**src/shared/bsc_regs.svh**
```systemverilog
`ifndef BSC_REGS_SVH
`define BSC_REGS_SVH

// ----------------------------------------
// Widths
// ----------------------------------------
`define BSC_INSTR_W 14
`define BSC_PC_W 13
`define BSC_DATA_W 8

// ----------------------------------------
// Opcode masks and patterns
// ----------------------------------------
`define BSC_SKIP_MASK 14'h3C00
`define BSC_SKIP_PAT 14'h1C00
`define BSC_CLR_MASK 14'h3F80
`define BSC_CLR_PAT 14'h0180
`define BSC_CALL_MASK 14'h3800
`define BSC_CALL_PAT 14'h2000

// ----------------------------------------
// Field positions
// ----------------------------------------
`define BSC_BIT_MSB 9
`define BSC_BIT_LSB 7
`define BSC_FADDR_MSB 6
`define BSC_K_MSB 10
`define BSC_LATCH_HI 4
`define BSC_LATCH_LO 3

// ----------------------------------------
// Values and cycle counts
// ----------------------------------------
`define BSC_CLR_VALUE 8'h00
`define BSC_PC_STEP 13'h0001
`define BSC_CYC_SHORT 1
`define BSC_CYC_LONG 2

`endif

```
**src/shared/bsc_pkg.sv**
```systemverilog
`include "bsc_regs.svh"

package bsc_pkg;

	// ----------------------------------------
	// Operation classes
	// ----------------------------------------
	typedef enum logic [1:0] {
		BSC_OP_OTHER = 2'b00,
		BSC_OP_SKIP = 2'b01,
		BSC_OP_CLR = 2'b10,
		BSC_OP_CALL = 2'b11
	} bsc_op_e;

	// ----------------------------------------
	// Execution states
	// ----------------------------------------
	typedef enum logic [1:0] {
		BSC_ST_FETCH = 2'b00,
		BSC_ST_EXEC = 2'b01,
		BSC_ST_FLUSH = 2'b10
	} bsc_state_e;

	// Decoded instruction fields
	typedef struct packed {
		bsc_op_e op;
		logic [2:0] bit_sel;
		logic [6:0] reg_addr;
		logic [10:0] target;
	} bsc_dec_s;

	// Register file access
	typedef struct packed {
		logic we;
		logic [6:0] addr;
		logic [7:0] wdata;
	} bsc_rf_s;

	// Return stack push
	typedef struct packed {
		logic push;
		logic [12:0] addr;
	} bsc_stk_s;

	// Fetch unit control
	typedef struct packed {
		logic load;
		logic flush;
		logic [12:0] target;
	} bsc_fch_s;

endpackage

```
**src/design/bsc_decode.sv**
```systemverilog
`timescale 1ns/1ps
`default_nettype none
`include "bsc_regs.svh"

module bsc_decode
	import bsc_pkg::*;
(
	// Instruction word
	input wire logic [13:0] i_instr,
	// Decoded fields
	output var bsc_dec_s o_dec
);

	// ----------------------------------------
	// Pattern match
	// ----------------------------------------
	function automatic logic op_match(input logic [13:0] ins,
		input logic [13:0] mask, input logic [13:0] pat);
		op_match = ((ins & mask) == pat);
	endfunction

	// Classify and split fields
	always_comb begin
		o_dec.bit_sel = i_instr[`BSC_BIT_MSB:`BSC_BIT_LSB];
		o_dec.reg_addr = i_instr[`BSC_FADDR_MSB:0];
		o_dec.target = i_instr[`BSC_K_MSB:0];
		if (op_match(i_instr, `BSC_SKIP_MASK, `BSC_SKIP_PAT)) begin
			o_dec.op = BSC_OP_SKIP;
		end else if (op_match(i_instr, `BSC_CLR_MASK, `BSC_CLR_PAT)) begin
			o_dec.op = BSC_OP_CLR;
		end else if (op_match(i_instr, `BSC_CALL_MASK, `BSC_CALL_PAT)) begin
			o_dec.op = BSC_OP_CALL;
		end else begin
			o_dec.op = BSC_OP_OTHER;
		end
	end

endmodule
`default_nettype wire

```
**src/design/bsc_exec.sv**
```systemverilog
`timescale 1ns/1ps
`default_nettype none
`include "bsc_regs.svh"

module bsc_exec
	import bsc_pkg::*;
(
	// Clock and reset
	input wire logic i_clk,
	input wire logic i_rst,
	// Instruction from fetch
	input wire logic i_ins_valid,
	input wire logic [13:0] i_instr,
	input wire logic [12:0] i_pc,
	// Page latch and register read data
	input wire logic [7:0] i_pc_high_latch,
	input wire logic [7:0] i_rf_rdata,
	// Handshake and status
	output logic o_ready,
	output logic o_zero_set,
	// Register file, stack, fetch control
	output var bsc_rf_s o_rf,
	output var bsc_stk_s o_stk,
	output var bsc_fch_s o_fch
);

	// ----------------------------------------
	// State
	// ----------------------------------------
	bsc_state_e state_r;
	bsc_state_e state_nxt;
	bsc_dec_s dec_r;
	bsc_dec_s dec_nxt;
	bsc_dec_s dec_w;
	logic [12:0] pc_r;
	logic [12:0] pc_nxt;
	logic ready_r;
	logic ready_nxt;
	logic zset_r;
	logic zset_nxt;
	bsc_rf_s rf_r;
	bsc_rf_s rf_nxt;
	bsc_stk_s stk_r;
	bsc_stk_s stk_nxt;
	bsc_fch_s fch_r;
	bsc_fch_s fch_nxt;
	logic bit_val;

	// Instruction decoder
	bsc_decode u_decode (
		.i_instr(i_instr),
		.o_dec(dec_w)
	);

	// Tested bit of the addressed register
	assign bit_val = i_rf_rdata[dec_r.bit_sel];

	// ----------------------------------------
	// Next-state logic
	// ----------------------------------------
	always_comb begin
		state_nxt = state_r;
		dec_nxt = dec_r;
		pc_nxt = pc_r;
		ready_nxt = ready_r;
		zset_nxt = 1'b0;
		rf_nxt = rf_r;
		rf_nxt.we = 1'b0;
		stk_nxt = stk_r;
		stk_nxt.push = 1'b0;
		fch_nxt = fch_r;
		fch_nxt.load = 1'b0;
		fch_nxt.flush = 1'b0;
		case (state_r)
			BSC_ST_FETCH: begin
				if (i_ins_valid && ready_r) begin
					dec_nxt = dec_w;
					pc_nxt = i_pc;
					rf_nxt.addr = dec_w.reg_addr;
					ready_nxt = 1'b0;
					state_nxt = BSC_ST_EXEC;
				end
			end
			BSC_ST_EXEC: begin
				case (dec_r.op)
					BSC_OP_SKIP: begin
						// No flag or register write here
						if (bit_val) begin
							fch_nxt.flush = 1'b1;
							state_nxt = BSC_ST_FLUSH;
						end else begin
							ready_nxt = 1'b1;
							state_nxt = BSC_ST_FETCH;
						end
					end
					BSC_OP_CLR: begin
						rf_nxt.we = 1'b1;
						rf_nxt.wdata = `BSC_CLR_VALUE;
						zset_nxt = 1'b1;
						ready_nxt = 1'b1;
						state_nxt = BSC_ST_FETCH;
					end
					BSC_OP_CALL: begin
						stk_nxt.push = 1'b1;
						stk_nxt.addr = pc_r + `BSC_PC_STEP;
						fch_nxt.load = 1'b1;
						fch_nxt.flush = 1'b1;
						fch_nxt.target = {i_pc_high_latch[`BSC_LATCH_HI:
							`BSC_LATCH_LO], dec_r.target};
						state_nxt = BSC_ST_FLUSH;
					end
					default: begin
						ready_nxt = 1'b1;
						state_nxt = BSC_ST_FETCH;
					end
				endcase
			end
			BSC_ST_FLUSH: begin
				// Dead cycle executes as a NOP
				ready_nxt = 1'b1;
				state_nxt = BSC_ST_FETCH;
			end
			default: begin
				ready_nxt = 1'b1;
				state_nxt = BSC_ST_FETCH;
			end
		endcase
	end

	// ----------------------------------------
	// Registers
	// ----------------------------------------
	always_ff @(posedge i_clk) begin
		if (i_rst) begin
			state_r <= BSC_ST_FETCH;
			dec_r <= '0;
			pc_r <= 13'h0000;
			ready_r <= 1'b1;
			zset_r <= 1'b0;
			rf_r <= '0;
			stk_r <= '0;
			fch_r <= '0;
		end else begin
			state_r <= state_nxt;
			dec_r <= dec_nxt;
			pc_r <= pc_nxt;
			ready_r <= ready_nxt;
			zset_r <= zset_nxt;
			rf_r <= rf_nxt;
			stk_r <= stk_nxt;
			fch_r <= fch_nxt;
		end
	end

	// Outputs straight from flops
	assign o_ready = ready_r;
	assign o_zero_set = zset_r;
	assign o_rf = rf_r;
	assign o_stk = stk_r;
	assign o_fch = fch_r;

	logic ex_skip;
	logic ex_clr;
	logic ex_call;
	assign ex_skip = (state_r == BSC_ST_EXEC) && (dec_r.op == BSC_OP_SKIP);
	assign ex_clr = (state_r == BSC_ST_EXEC) && (dec_r.op == BSC_OP_CLR);
	assign ex_call = (state_r == BSC_ST_EXEC) && (dec_r.op == BSC_OP_CALL);
endmodule
`default_nettype wire

```
**config.mk**
```make
export PLATFORM = sky130hd
export DESIGN_NAME = bsc_exec
export DESIGN_NICKNAME = d
export VERILOG_FILES = /design/src/shared/bsc_pkg.sv /design/src/design/bsc_decode.sv /design/src/design/bsc_exec.sv
export VERILOG_INCLUDE_DIRS = /design/src /design/src/shared
export SDC_FILE = /design/constraint.sdc
export NUM_CORES = 1
export LEC_CHECK = 0
export ABC_AREA = 1
export CORE_UTILIZATION = 40
export DETAILED_ROUTE_END_ITERATION = 16
export DONT_BUFFER_PORTS = 1
export PLACE_DENSITY_LB_ADDON = 0.25
export SLEW_MARGIN = 40
export SYNTH_ARGS = -nofsm -noshare
export SYNTH_HDL_FRONTEND = slang
export SYNTH_HIERARCHICAL = 1
export SYNTH_SLANG_ARGS = --single-unit
```
**constraint.sdc**
```tcl
create_clock -name i_clk -period 1.54 [get_ports i_clk]
set_input_delay 0.308 -clock i_clk [delete_from_list [all_inputs] [get_ports i_clk]]
set_output_delay 0.308 -clock i_clk [all_outputs]
set_load 0.02 [all_outputs]
```
==> out/metrics.json <==
{
  "worst_setup_path_start_kind": "flop",
  "die_w_um": 88.25,
  "clock_tree.buffer_depth": 2,
  "rsz0062_at_grt": "no",
  "ys_seq_elements": 68,
  "first_pass_grt_wire_length_mm": 9.390,
  "design_area_um2": 3055,
  "drive_gt1_share_pct": 9.893,
  "async_flop_share_pct": 0,
  "fin_worst_skew_ns": 0.006083,
  "drc_errors": 0,
  "design.portCount": 93,
  "timing.final.setup_violations": 0,
  "req_time_crit_path_ns": 1.78,
  "fmax_achieved_mhz": 729.7,
  "clk_pin_slew_ns": 0.08,
  "final_cycle_utilization_of_the_critical_path_pct": 88.98,
  "cts_hold_repair.buffers": 0,
  "startpoint_of_the_lowest_slack_hold_path": "i_rst",
  "max_stage_delay_ns": 0.38,
  "status": "finished clean",
  "start_util_pct": 41.24,
  "timing.critical_path.buf_inv": 1,
  "netlist_top_cells_count": "102 x sky130_fd_sc_hd__nor2_1, 68 x sky130_fd_sc_hd__dfxtp_1, 57 x sky130_fd_sc_hd__o21ai_0",
  "synth_largest_type_area_fraction_pct": 45.75,
  "power.density_cell_area_nw_per_um2": 1372,
  "area_of_the_core_region_um2": 7214,
  "cp_cell_sequence": "nand3_1 > nor3_2 > nand2_1 > xor2_1 > nand2_1 > nand2_1 > inv_1",
  "critical_path_peak_fanout": 4,
  "gr-usage-all-layers_pct": 15.97,
  "antenna_violations_before_repair": 0,
  "detail_route.wl_per_cell_um": 12.43,
  "setup.worst_path.end_class": "flop",
  "floorplan.rows": 31,
  "layout_min_cycle_time_ns": 1.370,
  "via_count": 2201,
  "tritoncts": "built",
  "finalWirelength_mm": 5.881,
  "htree_num_levels": 3,
  "globalRoute.totalOverflow": 0,
  "drt_iter0_markers": 142,
  "worst_skew_pair_latency_ns": 0.33,
  "grt_pass1_vias": 1988,
  "edff_count_synth": 0,
  "timing.max_cap.violations": 0,
  "ant_nets": 0,
  "grt_start_max_net_pins": 36,
  "slew_violations": 0,
  "cellLeakagePower_nw": 1.285,
  "detail_route.vias_per_cell": 4.653,
  "synth_cells": 394,
  "cts_root_buffer": "sky130_fd_sc_hd__clkbuf_8",
  "place_area_um2": 2855,
  "gp_congestion": 0.7991,
  "synth_warnings": 6,
  "post-synth-top-count-cell": "sky130_fd_sc_hd__nor2_1",
  "dp_worst_setup_slack_ns": 0.1348,
  "cts.sinks": 68,
  "arrival_ns": 1.61,
  "cts_resized": 0,
  "die-area_um2": 7787,
  "area.growth.synth_to_final_pct": 2.691,
  "power.ir.vdd_worst_mv": 0.5574,
  "synthTopCellsByArea": "sky130_fd_sc_hd__dfxtp_1 46%, sky130_fd_sc_hd__nor2_1 13%, sky130_fd_sc_hd__o21ai_0 9.6%, sky130_fd_sc_hd__buf_4 8.1%, sky130_fd_sc_hd__nand2_1 4.3%",
  "nets": 416,
  "finalWorstSetupSlack_ns": 0.1697,
  "critical_path.top_delay_family": "simple AND/OR/NAND/NOR gates",
  "min_path_type": "in2reg",
  "synth_cell_types": 31,
  "synth_area_per_cell_um2": 7.552,
  "antenna_cells_inserted": 0,
  "synth_top_flop_cell": "sky130_fd_sc_hd__dfxtp_1",
  "final_hold_viol_count": 0,
  "critical_path_class": "reg2reg",
  "vertical_die_dimension_um": 88.25,
  "numPortBuffers": 0,
  "r2r-start": "pc_r[2]",
  "synth-seq-area-share_pct": 45.75,
  "drt_first_pass_iters": 4,
  "yosys_top_cell_by_area": "sky130_fd_sc_hd__dfxtp_1",
  "timing.setup.tns_ns": 0,
  "critical_path_start": "pc_r[2]",
  "post_synth_instance_area_um2": 2975,
  "setup_repair_bufs_after_cts": 0,
  "timing.critical_path.slowest_stage_cell": "sky130_fd_sc_hd__dfxtp_1",
  "hpwlAfterDp_mm": 4.098,
  "cts_inserted_buffers": 9,
  "crit_top_cell": "sky130_fd_sc_hd__nand2_1"
}
cell type report:
| class | count | area (um^2) |
|---|---|---|
| clock buffers | 9 | 123.9 |
| clock inverters | 7 | 67.56 |
| fillers | 772 | 4159 |
| inverters | 28 | 117.6 |
| multi-input cells | 256 | 1190 |
| flip-flops and latches | 68 | 1363 |
| well taps | 99 | 123.9 |
| repair buffers | 6 | 70.07 |
worst register-to-register path: cells and delay by family (launching register included):
kind,cells,cell delay (ns)
XOR/XNOR,1,0.19
flip-flops,1,0.38
buffers and inverters,1,0.03
AND/OR/NAND/NOR,5,0.68
kinds of logic after synthesis:
family	share of synthesized area (%)
AND/OR/NAND/NOR	23.00
buffers and inverters	15.14
AO/OA/AOI/OAI	12.91
flip-flops	45.75
XOR/XNOR	2.649
adder cells (fa/ha/maj)	0.4205
other	0.1260
routing by layer:
layer	vias to the layer above	part of all wire [%]	wire [um]	GRT usage, %
li1	1154	-	-	-
met1	969	48	2849	20.65
met2	74	43	2558	24.13
met3	4	7.2	423	5.784
met4	0	0.85	50	6.598
met5	-	0	0	0
state kept, by name, indices dropped and copies added (netlist names):
signal	cells
dec_r	16
o_fch	14
o_stk	14
pc_r	13
o_rf	8
state_r	2
o_ready	1
report_power, final:
part	internal [mW]	switching, mW
registers	1.95	0.182
logic	0.229	0.411
clock network	0.738	0.683
per-stage QoR:
step / instances / util, % / total power [mW] / hold WS, ns
floorplan: 401 / - / 2.723 / 0.3978
global placement: 457 / 39.58 / 2.800 / 0.3833
detailed placement: 457 / 39.58 / 2.818 / 0.3844
CTS: 473 / 42.23 / 4.250 / 0.01206
global route: 473 / 42.35 / 4.460 / 0.004499
finish: 473 / 42.35 / 4.192 / 0.03274
path summary, 6_finish.rpt:
path / endpoint / slack, ns / cells past startpoint
worst min-delay path: state_r[0] / 0.03 / 1
worst min register to register: o_rf[15] / 0.44 / 1
worst max-delay path: o_stk[9] / 0.17 / 7
worst max register to register: o_stk[9] / 0.17 / 7
placed cells by master, fill, tap and decap left out:
cell type / count
sky130_fd_sc_hd__xnor2_1: 2
sky130_fd_sc_hd__conb_1: 8
sky130_fd_sc_hd__nand3_1: 15
sky130_fd_sc_hd__nor2_2: 3
sky130_fd_sc_hd__nor3_1: 3
sky130_fd_sc_hd__ha_1: 1
sky130_fd_sc_hd__a211oi_2: 1
sky130_fd_sc_hd__clkinvlp_4: 3
sky130_fd_sc_hd__dfxtp_2: 1
sky130_fd_sc_hd__buf_4: 4
sky130_fd_sc_hd__nand2_1: 34
sky130_fd_sc_hd__clkinv_8: 1
sky130_fd_sc_hd__nor2_4: 1
sky130_fd_sc_hd__dfxtp_1: 67
sky130_fd_sc_hd__nor3_2: 1
sky130_fd_sc_hd__nand3b_1: 1
sky130_fd_sc_hd__a21oi_2: 3
sky130_fd_sc_hd__xor2_1: 7
sky130_fd_sc_hd__nand4_1: 2
sky130_fd_sc_hd__a21oi_1: 11
sky130_fd_sc_hd__nand2_4: 1
sky130_fd_sc_hd__inv_1: 25
sky130_fd_sc_hd__o21ai_0: 57
sky130_fd_sc_hd__nor2_1: 102
sky130_fd_sc_hd__nand2_2: 1
sky130_fd_sc_hd__clkinv_2: 3
sky130_fd_sc_hd__bufinv_16: 1
sky130_fd_sc_hd__o21ai_1: 1
sky130_fd_sc_hd__buf_12: 2
sky130_fd_sc_hd__clkbuf_8: 9
sky130_fd_sc_hd__nor4_1: 1
sky130_fd_sc_hd__inv_2: 2
Power figures use the tool's default switching activity.
